**src/design/ssld_pkg.sv**
```systemverilog
package ssld_pkg;

	// ---------------------------------------------------------------
	// shift register geometry
	// ---------------------------------------------------------------
	localparam int          SR_W        = 12;
	localparam int          FIRST_STAGE = 11;
	localparam int          LAST_STAGE  = 0;
	localparam int          SYN_HI      = 11;
	localparam int          SYN_LO      = 4;
	localparam logic [11:0] SR_RESET    = 12'h000;
	localparam logic [7:0]  SYN_CODE    = 8'h16;

	// ---------------------------------------------------------------
	// frame size register
	// ---------------------------------------------------------------
	localparam int          FS_W        = 4;
	localparam logic [3:0]  FS_RESET    = 4'h8;
	localparam logic [3:0]  EXT_IDLE    = 4'h0;

	// ---------------------------------------------------------------
	// pin synchroniser lanes
	// ---------------------------------------------------------------
	localparam int          PIN_W       = 6;
	localparam int          PIN_RCLK    = 0;
	localparam int          PIN_TCLK    = 1;
	localparam int          PIN_RXD     = 2;
	localparam int          PIN_CTS     = 3;
	localparam int          PIN_DSR     = 4;
	localparam int          PIN_DCD     = 5;
	localparam logic [5:0]  PIN_RESET   = 6'h00;

endpackage

```
**src/design/ssld_sync.sv**
```systemverilog
`timescale 1ns/10ps
module ssld_sync
	import ssld_pkg::*;
(
	input  wire logic             core_clk,
	input  wire logic             rst_n,
	input  wire logic [PIN_W-1:0] d,
	output logic      [PIN_W-1:0] q
);

	// ---------------------------------------------------------------
	// two-stage synchroniser, first stage read only by the second
	// ---------------------------------------------------------------
	typedef struct packed {
		logic [PIN_W-1:0] meta;
		logic [PIN_W-1:0] stable;
	} ssld_sync_st_t;

	ssld_sync_st_t st_reg;
	ssld_sync_st_t st_next;

	always_comb begin
		st_next        = st_reg;
		st_next.meta   = d;
		st_next.stable = st_reg.meta;
	end

	always_ff @(posedge core_clk or negedge rst_n) begin
		if (!rst_n) begin
			st_reg <= {PIN_RESET, PIN_RESET};
		end else begin
			st_reg <= st_next;
		end
	end

	assign q = st_reg.stable;

endmodule

```
**src/design/ssld_top.sv**
```systemverilog
// Overview of operation
// - characters live in a twelve-stage shift register, first stage high-order.
// - in receive, each line bit shifts into the first stage on the strobe.
// - in transmit, the last stage shifts into the line output buffer flop.
// - the memory load strobe loads the buffered memory word into the register.
// - in transmit the memory load strobe ORs ones onto the cleared register.
// - receive uses the modem receive clock, transmit the modem transmit clock.
// - the first stage clear is driven separately from the other stages' clear.
// - in transmit, frame overflow clears the whole register before the next load.
// - in receive, the register clears once the storing transfer completes.
// - on sync match, clear all but first stage and take the line bit.
// - outside receive, zeros are shifted in rather than line data.
// - an output select flop picks shifted data or parity for the line.
// - in receive the transmit line is held at zero.
// - transmit and receive state flops change on clock edges from synced modem inputs plus unsynced RTS and terminal ready.
// - a latch keeps the last receive character interrupt after receive ends.
// - a four-bit register holds the modulo-16 complement of character length.
// - software writes the frame size from the accumulator and reads it back.
// - only the SYN code is recognised as the character sync pattern.
// - transmit state needs RTS, CTS, set ready, terminal ready and carrier.
// - frame counter overflow ends a character, reloaded from the frame size.
// - sync is found when the first eight stages equal the SYN code.
`timescale 1ns/10ps
module ssld_top
	import ssld_pkg::*;
(
	input  wire logic            core_clk,
	input  wire logic            rst_n,
	input  wire logic            modem_receive_clock,
	input  wire logic            modem_transmit_clock,
	input  wire logic            receive_line,
	input  wire logic            clear_to_send,
	input  wire logic            set_ready,
	input  wire logic            carrier_detect,
	input  wire logic            request_to_send,
	input  wire logic            terminal_ready,
	input  wire logic            sync_hunt,
	input  wire logic            memory_load_strobe,
	input  wire logic [SR_W-1:0] memory_word,
	input  wire logic            transfer_done,
	input  wire logic            frame_overflow,
	input  wire logic            parity_bit,
	input  wire logic            parity_select,
	input  wire logic            int_clear,
	input  wire logic            io_write,
	input  wire logic            io_read,
	input  wire logic [FS_W-1:0] acc_in,
	output logic      [SR_W-1:0] serdes_register,
	output logic                 transmit_line,
	output logic                 transmit_state_ff,
	output logic                 receive_state_ff,
	output logic                 last_interrupt_latch,
	output logic                 sync_match,
	output logic                 shift_strobe,
	output logic      [FS_W-1:0] frame_size_field,
	output logic      [FS_W-1:0] extended_acc_bus
);

	// ---------------------------------------------------------------
	// reset release
	// ---------------------------------------------------------------
	logic rst_meta_reg;
	logic rst_sync_n;

	always_ff @(posedge core_clk or negedge rst_n) begin
		if (!rst_n) begin
			rst_meta_reg <= 1'b0;
			rst_sync_n   <= 1'b0;
		end else begin
			rst_meta_reg <= 1'b1;
			rst_sync_n   <= rst_meta_reg;
		end
	end

	// ---------------------------------------------------------------
	// pin synchronisers
	// ---------------------------------------------------------------
	logic [PIN_W-1:0] pins_raw;
	logic [PIN_W-1:0] pins_s;

	assign pins_raw = {carrier_detect, set_ready, clear_to_send,
	                   receive_line, modem_transmit_clock, modem_receive_clock};

	ssld_sync ssld_sync_inst (
		.core_clk (core_clk),
		.rst_n    (rst_sync_n),
		.d        (pins_raw),
		.q        (pins_s)
	);

	// ---------------------------------------------------------------
	// state
	// ---------------------------------------------------------------
	typedef struct packed {
		logic [SR_W-1:0] sr;
		logic            rclk_prev;
		logic            tclk_prev;
		logic            tx_st;
		logic            rx_st;
		logic            lob;
		logic            pbb;
		logic            out_sel;
		logic            tline;
		logic            last_int;
		logic            hit;
		logic            strobe;
		logic [FS_W-1:0] fs;
		logic [FS_W-1:0] ext_bus;
	} ssld_st_t;

	localparam ssld_st_t ST_RESET = '{
		sr: SR_RESET, rclk_prev: 1'b0, tclk_prev: 1'b0, tx_st: 1'b0,
		rx_st: 1'b0, lob: 1'b0, pbb: 1'b0, out_sel: 1'b0, tline: 1'b0,
		last_int: 1'b0, hit: 1'b0, strobe: 1'b0, fs: FS_RESET, ext_bus: EXT_IDLE
	};

	ssld_st_t st_reg;
	ssld_st_t st_next;

	logic            tx_cond;
	logic            rx_cond;
	logic            shift;
	logic            serial_in;
	logic            syn_seen;
	logic            hit;
	logic            clr_first;
	logic            clr_rest;
	logic            load;
	logic [SR_W-1:0] shifted;

	always_comb begin
		tx_cond = request_to_send && pins_s[PIN_CTS] && pins_s[PIN_DSR]
		          && terminal_ready && pins_s[PIN_DCD];
		rx_cond = !request_to_send && !pins_s[PIN_CTS] && pins_s[PIN_DSR]
		          && pins_s[PIN_DCD];
		// one strobe per rising edge
		// each clock keeps its own history so a state change makes no false edge
		if (st_reg.rx_st) begin
			shift = pins_s[PIN_RCLK] && !st_reg.rclk_prev;
		end else if (st_reg.tx_st) begin
			shift = pins_s[PIN_TCLK] && !st_reg.tclk_prev;
		end else begin
			shift = 1'b0;
		end
		serial_in = st_reg.rx_st ? pins_s[PIN_RXD] : 1'b0;
		syn_seen  = (st_reg.sr[SYN_HI:SYN_LO] == SYN_CODE);
		hit       = st_reg.rx_st && sync_hunt && shift && syn_seen && !transfer_done;
		// split clears of first stage and the rest
		clr_first = (st_reg.tx_st && frame_overflow) || (st_reg.rx_st && transfer_done);
		clr_rest  = clr_first || hit;
		load      = memory_load_strobe && !clr_first;
		shifted   = {serial_in, st_reg.sr[SR_W-1:1]};
	end

	always_comb begin
		st_next           = st_reg;
		st_next.rclk_prev = pins_s[PIN_RCLK];
		st_next.tclk_prev = pins_s[PIN_TCLK];
		st_next.strobe    = shift;
		st_next.hit       = hit;
		// state flops only move on the clock, from synced CTS, set ready and carrier plus unsynced RTS and terminal ready
		st_next.tx_st     = tx_cond;
		st_next.rx_st     = rx_cond;

		// first stage
		if (clr_first) begin
			st_next.sr[FIRST_STAGE] = 1'b0;
		end else if (load && st_reg.tx_st) begin
			st_next.sr[FIRST_STAGE] = st_reg.sr[FIRST_STAGE] | memory_word[FIRST_STAGE];
		end else if (load) begin
			st_next.sr[FIRST_STAGE] = memory_word[FIRST_STAGE];
		end else if (shift) begin
			// line bit taken on the sync clock
			// incoming bit enters the first stage
			st_next.sr[FIRST_STAGE] = serial_in;
		end

		// remaining stages
		if (clr_rest) begin
			// all but first cleared on sync
			st_next.sr[FIRST_STAGE-1:0] = SR_RESET[FIRST_STAGE-1:0];
		end else if (load && st_reg.tx_st) begin
			st_next.sr[FIRST_STAGE-1:0] = st_reg.sr[FIRST_STAGE-1:0]
			                              | memory_word[FIRST_STAGE-1:0];
		end else if (load) begin
			st_next.sr[FIRST_STAGE-1:0] = memory_word[FIRST_STAGE-1:0];
		end else if (shift) begin
			st_next.sr[FIRST_STAGE-1:0] = shifted[FIRST_STAGE-1:0];
		end

		if (st_reg.tx_st && shift) begin
			st_next.lob     = st_reg.sr[LAST_STAGE];
			// select and parity sampled on the bit boundary
			st_next.pbb     = parity_bit;
			st_next.out_sel = parity_select;
		end

		// data or parity onto the line
		if (st_reg.rx_st) begin
			st_next.tline = 1'b0;
		end else begin
			st_next.tline = st_reg.out_sel ? st_reg.pbb : st_reg.lob;
		end

		// set wins over clear, survives end of receive
		if (st_reg.rx_st && frame_overflow) begin
			st_next.last_int = 1'b1;
		end else if (int_clear) begin
			st_next.last_int = 1'b0;
		end

		// loaded from the accumulator, read on the extended bus
		if (io_write) begin
			st_next.fs = acc_in;
		end
		st_next.ext_bus = io_read ? st_reg.fs : EXT_IDLE;
	end

	always_ff @(posedge core_clk or negedge rst_sync_n) begin
		if (!rst_sync_n) begin
			st_reg <= ST_RESET;
		end else begin
			st_reg <= st_next;
		end
	end

	// ---------------------------------------------------------------
	// outputs
	// ---------------------------------------------------------------
	assign serdes_register      = st_reg.sr;
	assign transmit_line        = st_reg.tline;
	assign transmit_state_ff    = st_reg.tx_st;
	assign receive_state_ff     = st_reg.rx_st;
	assign last_interrupt_latch = st_reg.last_int;
	assign sync_match           = st_reg.hit;
	assign shift_strobe         = st_reg.strobe;
	// frame size feeds the external frame counter reload
	assign frame_size_field     = st_reg.fs;
	assign extended_acc_bus     = st_reg.ext_bus;
endmodule

```
**config.mk**
```make
export PLATFORM = sky130hd
export DESIGN_NAME = ssld_top
export DESIGN_NICKNAME = d
export VERILOG_FILES = /design/src/design/ssld_pkg.sv /design/src/design/ssld_sync.sv /design/src/design/ssld_top.sv
export SDC_FILE = /design/constraint.sdc
export NUM_CORES = 1
export LEC_CHECK = 0
export BUFFER_PORTS_ARGS = -buffer_cell sky130_fd_sc_hd__buf_2
export CORE_MARGIN = 4
export CORE_UTILIZATION = 52
export CTS_BUF_LIST = sky130_fd_sc_hd__clkbuf_4
export DETAILED_ROUTE_END_ITERATION = 8
export HOLD_SLACK_MARGIN = 0.08
export PLACE_DENSITY = 0.88
export SLEW_MARGIN = 10
export SYNTH_ARGS = -nofsm -noshare
export SYNTH_HDL_FRONTEND = slang
export SYNTH_SLANG_ARGS = --single-unit
```
**constraint.sdc**
```tcl
create_clock -name core_clk -period 1.6 [get_ports core_clk]
set_input_delay 0.16 -clock core_clk [delete_from_list [all_inputs] [get_ports core_clk]]
set_output_delay 0.16 -clock core_clk [all_outputs]
set_load 0.005 [all_outputs]
```
==> results.sh, run 1 <==
export IMPL_postSynthAreaPerCell_sq_um=12.1
export IMPL_min_to="serdes_register[3]$_DFFE_PN0P_"
export IMPL_drt_total_wl_mm=4.26
export IMPL_dp_worst_setup_slack_ns=0.00225
export IMPL_ys_warnings_count=0
export IMPL_dieArea_sq_um=4720
export IMPL_r2r_cells=5
export IMPL_area_delta_synth_final_pct=33.6
export IMPL_finalHoldViolations=0
export IMPL_grt_pass1_wl_mm=6.81
export IMPL_grt_overflow=0
export IMPL_end_kind="flop"
export IMPL_pin_count=61
export IMPL_post_dp_cell_area_sq_um=2220
export IMPL_crit_type="reg2reg"
export IMPL_ir_worst_vdd_uv=752
export IMPL_cap_viol_max_count=0
export IMPL_final_max_slew_viol_count=0
export IMPL_wl_per_cell_um=14.7
export IMPL_fmax_ghz=0.624
export IMPL_holdWs_ns=0.0760
export IMPL_diodes=0
export IMPL_num_rows=21
export IMPL_regToRegEndpoint="serdes_register[10]$_DFFE_PN0P_"
export IMPL_cts_tree="done"
export IMPL_arrival_ns=1.91
export IMPL_r2r_start="receive_state_ff$_DFF_PN0_"
export IMPL_via_count=1512
export IMPL_cts_sinks=45
export IMPL_dominantRegCellSynth="dfrtp_1"
export IMPL_skew_ns=0.0128
export IMPL_chipHeight_um=68.7
export IMPL_synth_area_sq_um=1920
export IMPL_finalSetupViolations=2
export IMPL_fp_dieW_um=68.7
export IMPL_drive_gt1_frac=0.455
export IMPL_grt_total_usage=0.201
export IMPL_hp_class="in2reg"
export IMPL_ys_async_sr_fraction=1.00
export IMPL_rsz0062_at_grt="true"
export IMPL_fill_cells=248
export IMPL_utilization=0.744
export IMPL_portBuffers=60
export IMPL_start_util=0.557
export IMPL_pwr_density_cell_nw_per_um2=893
export IMPL_hold_path_startpoint="memory_word[3]"
export IMPL_maxSlewHeadroom=0.653
export IMPL_min_period_ns=1.60
export IMPL_cts_htree_levels=2
export IMPL_cts_buffers_inserted=5
export IMPL_ys_seq_area_frac=0.588
export IMPL_antenna_found_initial=0
export IMPL_drt_iter0_markers=291
export IMPL_status="finished, violations left"
export IMPL_violations="negative setup slack"
export IMPL_cts_setup_buffers=0
export IMPL_grt_pass1_vias=1474
export IMPL_nNetsFinal=278
export IMPL_detailed_place_hpwl_mm=2.78
export IMPL_whs_path_depth=3
export IMPL_worst_pin_slew_ns=0.521
export IMPL_ys_ff_latch=45
export IMPL_setup_tns_ns=-0.00445
export IMPL_final_cell_area_sq_um=2560
export IMPL_synth_fp_nets=193
export IMPL_synth_enable_flop_cells=0
export IMPL_core_sq_um=3440
export IMPL_root_buffer="clkbuf_4"
export IMPL_via_per_inst=5.21
export IMPL_clock_latency_ns=0.37
export IMPL_cp_required_ns=1.90
export IMPL_critical_path_max_fanout=7
export IMPL_syn_inst=158
export IMPL_synthDistinctLibCells=37
export IMPL_ant_nets=0
export IMPL_clk_pin_slew_ns=0.14
export IMPL_drc=0
export IMPL_leakage_nw=1.28
export IMPL_largest_reg_flops=12
export IMPL_gp_congestion=0.824
export IMPL_start_kind="flop"
export IMPL_fin_crit_sh=1.00
export IMPL_grt_max_degree=44
export IMPL_cts_max_path_buffers=2
export IMPL_rrSetupSlack_ns=-0.003
export IMPL_postLayoutSetupSlackWorst_ns=-0.00343
export IMPL_dr_pass1_iters=7
critical path, cell delays in order, from the launching register on:
cell and delay (ns):
dfrtp_2 0.45, and4bb_4 0.23, or2_4 0.26, a211o_1 0.29
buf_4 0.17, o21ai_1 0.13
metrics by stage:
step,std cells,total power [mW]
floorplan,158,1.55
global placement,256,1.66
detailed placement,256,1.67
CTS,288,2.28
global route,290,2.41
finish,290,2.29
power by group:
group	total (mW)	leakage, nW	internal (mW)	switching [mW]
Sequential	1.28	0.551	1.23	0.0548
Combinational	0.432	0.702	0.243	0.189
Clock	0.574	0.0318	0.179	0.395
Total	2.29	1.28	1.65	0.639
how the worst max path moves through the flow:
stage | start | to | slack, ns | cells past startpoint
3_3_place_gp | serdes_register[4]$_DFFE_PN0P_ | serdes_register[4]$_DFFE_PN0P_ | 0.04 | 5
5_1_grt | receive_state_ff$_DFF_PN0_ | serdes_register[5]$_DFFE_PN0P_ | -0.07 | 5
4_1_cts | receive_state_ff$_DFF_PN0_ | serdes_register[2]$_DFFE_PN0P_ | 0.01 | 5
3_5_place_dp | receive_state_ff$_DFF_PN0_ | serdes_register[2]$_DFFE_PN0P_ | 0.002 | 5
6_report | receive_state_ff$_DFF_PN0_ | serdes_register[10]$_DFFE_PN0P_ | -0.003 | 5
2_1_floorplan | transmit_state_ff$_DFF_PN0_ | serdes_register[10]$_DFFE_PN0P_ | 0.02 | 6
timing repair:
item / CTS / global route
endpoints found under the hold margin: 26 / 1
endpoints found under the setup margin: 11 / 12
pin swaps: 0 / 1
gates cloned: 0 / 1
hold buffers: 24 / 1
gates resized for setup: 1 / 7
final cells by class:
class	instances	area (sq um)	area share
Clock buffer	5	37.5	0.0147
Clock inverter	3	25.0	0.00977
Timing Repair Buffer	101	671	0.262
Inverter	3	11.3	0.00440
Sequential cell	45	1130	0.441
Tap cell	46	57.6	0.0225
Multi-Input combinational cell	87	629	0.246
synthesized netlist by cell type, types with 2 or more instances:
master    instances  area (sq um)
a21oi_1           3          15.0
o21ai_0           2          10.0
a21o_1            3          22.5
mux2_2            7          78.8
inv_1             3          11.3
and2_1            4          25.0
nand2_1          14          52.6
mux2i_1           3          30.0
nor3_1            2          10.0
nor2_1            5          18.8
or2_2             8          50.1
a222oi_1          8          80.1
o21ai_1           9          45.0
buf_2             2          10.0
dfrtp_1          44          1100
buf_4            20           150
cell usage in the layout (no fill, tap or decap), types with 2 or more instances in the layout:
cell	netlist	final
dfrtp_1	44	42
mux2i_1	3	3
o21ai_2	1	3
a222oi_1	8	8
nand2_1	14	14
dlygate4sd3_1	0	25
or2_2	8	8
and2_1	4	4
a21o_1	3	3
mux2_2	7	7
a21oi_1	3	3
buf_2	2	60
nor3_1	2	2
nor2_1	5	5
buf_4	20	16
o21ai_1	9	8
dfrtp_2	0	2
inv_1	3	3
clkbuf_4	0	5
kinds of logic after synthesis:
family,count (synthesis),share of synthesized area
compound gates,32,0.123
buf+inv,26,0.0953
flops,45,0.588
mux,10,0.0568
other cells,1,0.00196
simple gates,44,0.135
layer usage:
metal | global-route usage | vias to the layer above | share of wire
met1 | 0.249 | 710 | 0.40
met5 | 0 | - | 0
li1 | - | 715 | -
met3 | 0.0648 | 5 | 0.093
met2 | 0.335 | 82 | 0.50
met4 | 0.0584 | 0 | 0.012
Note: power is estimated with default switching activity, not from simulation.
==> inputs of run 2 (changes only) <==
--- a/config.mk
+++ b/config.mk
@@ -6,9 +6,11 @@
 export NUM_CORES = 1
 export LEC_CHECK = 0
 export BUFFER_PORTS_ARGS = -buffer_cell sky130_fd_sc_hd__buf_2
+export CORE_ASPECT_RATIO = 1.25
 export CORE_MARGIN = 4
 export CORE_UTILIZATION = 52
 export CTS_BUF_LIST = sky130_fd_sc_hd__clkbuf_4
+export CTS_CLUSTER_SIZE = 12
 export DETAILED_ROUTE_END_ITERATION = 8
 export HOLD_SLACK_MARGIN = 0.08
 export PLACE_DENSITY = 0.88
==> results.sh, run 2 (synthesized netlist as in run 1, its figures left out) <==
export IMPL_cts_max_path_buffers=2
export IMPL_clock_latency_ns=0.35
export IMPL_r2r_start="receive_state_ff$_DFF_PN0_"
export IMPL_holdWs_ns=0.103
export IMPL_chipHeight_um=75.9
export IMPL_start_util=0.546
export IMPL_drive_gt1_frac=0.467
export IMPL_fmax_ghz=0.630
export IMPL_skew_ns=0.00546
export IMPL_finalHoldViolations=0
export IMPL_leakage_nw=1.29
export IMPL_portBuffers=60
export IMPL_grt_pass1_vias=1493
export IMPL_dr_pass1_iters=6
export IMPL_grt_pass1_wl_mm=6.64
export IMPL_drt_iter0_markers=91
export IMPL_grt_max_degree=26
export IMPL_area_delta_synth_final_pct=33.8
export IMPL_root_buffer="clkbuf_4"
export IMPL_status="complete, no violations"
export IMPL_fill_cells=244
export IMPL_grt_total_usage=0.181
export IMPL_ir_worst_vdd_uv=944
export IMPL_grt_overflow=0
export IMPL_via_count=1506
export IMPL_post_dp_cell_area_sq_um=2260
export IMPL_start_kind="flop"
export IMPL_largest_reg_flops=12
export IMPL_gp_congestion=0.854
export IMPL_fp_dieW_um=62.3
export IMPL_pwr_density_cell_nw_per_um2=928
export IMPL_crit_path_start="receive_state_ff$_DFF_PN0_"
export IMPL_cts_sinks=45
export IMPL_clk_pin_slew_ns=0.12
export IMPL_core_sq_um=3510
export IMPL_finalSetupViolations=0
export IMPL_dp_worst_setup_slack_ns=-0.0970
export IMPL_hp_class="in2reg"
export IMPL_antenna_found_initial=0
export IMPL_fin_crit_sh=0.993
export IMPL_postLayoutSetupSlackWorst_ns=0.0114
export IMPL_final_cell_area_sq_um=2560
export IMPL_cts_htree_levels=2
export IMPL_cp_required_ns=1.88
export IMPL_wl_per_cell_um=14.5
export IMPL_layout_commonest_cell="buf_2"
export IMPL_cts_buffers_inserted=5
export IMPL_ant_nets=0
export IMPL_final_max_slew_viol_count=0
export IMPL_end_kind="flop"
export IMPL_nNetsFinal=276
export IMPL_wl_met2_mm=2.18
export IMPL_diodes=0
export IMPL_crit_type="reg2reg"
export IMPL_pin_count=61
export IMPL_num_rows=24
export IMPL_detailed_place_hpwl_mm=3.00
export IMPL_dieArea_sq_um=4730
export IMPL_dr_wl_met3_um=292
export IMPL_drt_total_wl_mm=4.07
export IMPL_arrival_ns=1.87
export IMPL_via_per_inst=5.36
export IMPL_min_period_ns=1.59
export IMPL_hold_path_startpoint="memory_word[4]"
export IMPL_maxUsedRoutingLayer="met4"
export IMPL_met1_length_mm=1.52
export IMPL_drc=0
export IMPL_critical_path_max_fanout=11
export IMPL_layout_common_cells="buf_2 (60), dfrtp_1 (42), dlygate4sd3_1 (19), buf_4 (17), nand2_1 (14)"
export IMPL_rsz0062_at_grt="true"
export IMPL_cts_tree="done"
export IMPL_cap_viol_max_count=0
[run 2: report_power, final]
group | total [mW] | leakage (nW) | internal [mW] | switching [mW]
combinational | 0.419 | 0.703 | 0.242 | 0.177
sequential | 1.29 | 0.551 | 1.23 | 0.0624
clock | 0.673 | 0.0389 | 0.324 | 0.350
total | 2.38 | 1.29 | 1.79 | 0.589
[run 2: worst paths after layout]
kind	endpoint	cells after the start	slack, ns
worst max-delay path	serdes_register[5]$_DFFE_PN0P_	5	0.01
worst min-delay path	serdes_register[4]$_DFFE_PN0P_	3	0.10
worst max register to register	serdes_register[5]$_DFFE_PN0P_	5	0.01
worst min register to register	ssld_sync_inst.st_next[0]$_DFF_PN0_	0	0.21
max in group asynchronous	rst_sync_n$_DFF_PN0_	3	0.84
min in group asynchronous	ssld_sync_inst.st_next[0]$_DFF_PN0_	0	0.21
[run 2: cell type report]
class / instances / area [sq um] / share of cell area
tap: 39 / 48.8 / 0.0190
clock inverter: 3 / 41.3 / 0.0161
sequential: 45 / 1130 / 0.440
clock buffer: 5 / 37.5 / 0.0146
inverter: 3 / 11.3 / 0.00439
timing repair buffer: 99 / 669 / 0.261
multi-input combinational: 87 / 627 / 0.244
[run 2: through the flow]
step                      power, mW  utilization  cells  TNS (ns)
after floorplan                1.55            -    158         0
after global placement         1.67        0.642    252         0
after detailed placement       1.68        0.642    252    -0.132
after CTS                      2.39        0.723    281         0
after global routing           2.51        0.730    281    -0.185
final                          2.38        0.730    281         0
[run 2: what timing repair did]
action,in CTS,in global routing
hold buffers,19,0
pin swaps,0,2
setup buffers,2,0
hold endpoints to repair,22,0
setup endpoints to repair,11,12
gates resized for setup,2,5
[run 2: metal layers]
metal | global-route usage | up-vias
met2 | 0.335 | 58
li1 | - | 713
met4 | 0.0778 | 0
met3 | 0.0560 | 8
met1 | 0.191 | 727
met5 | 0 | -
[run 2: critical path, cell delays in order, from the launching register on]
cell	delay, ns
dfrtp_2	0.46
and3b_1	0.21
or2_4	0.24
a211o_1	0.29
buf_12	0.15
o21ai_1	0.15
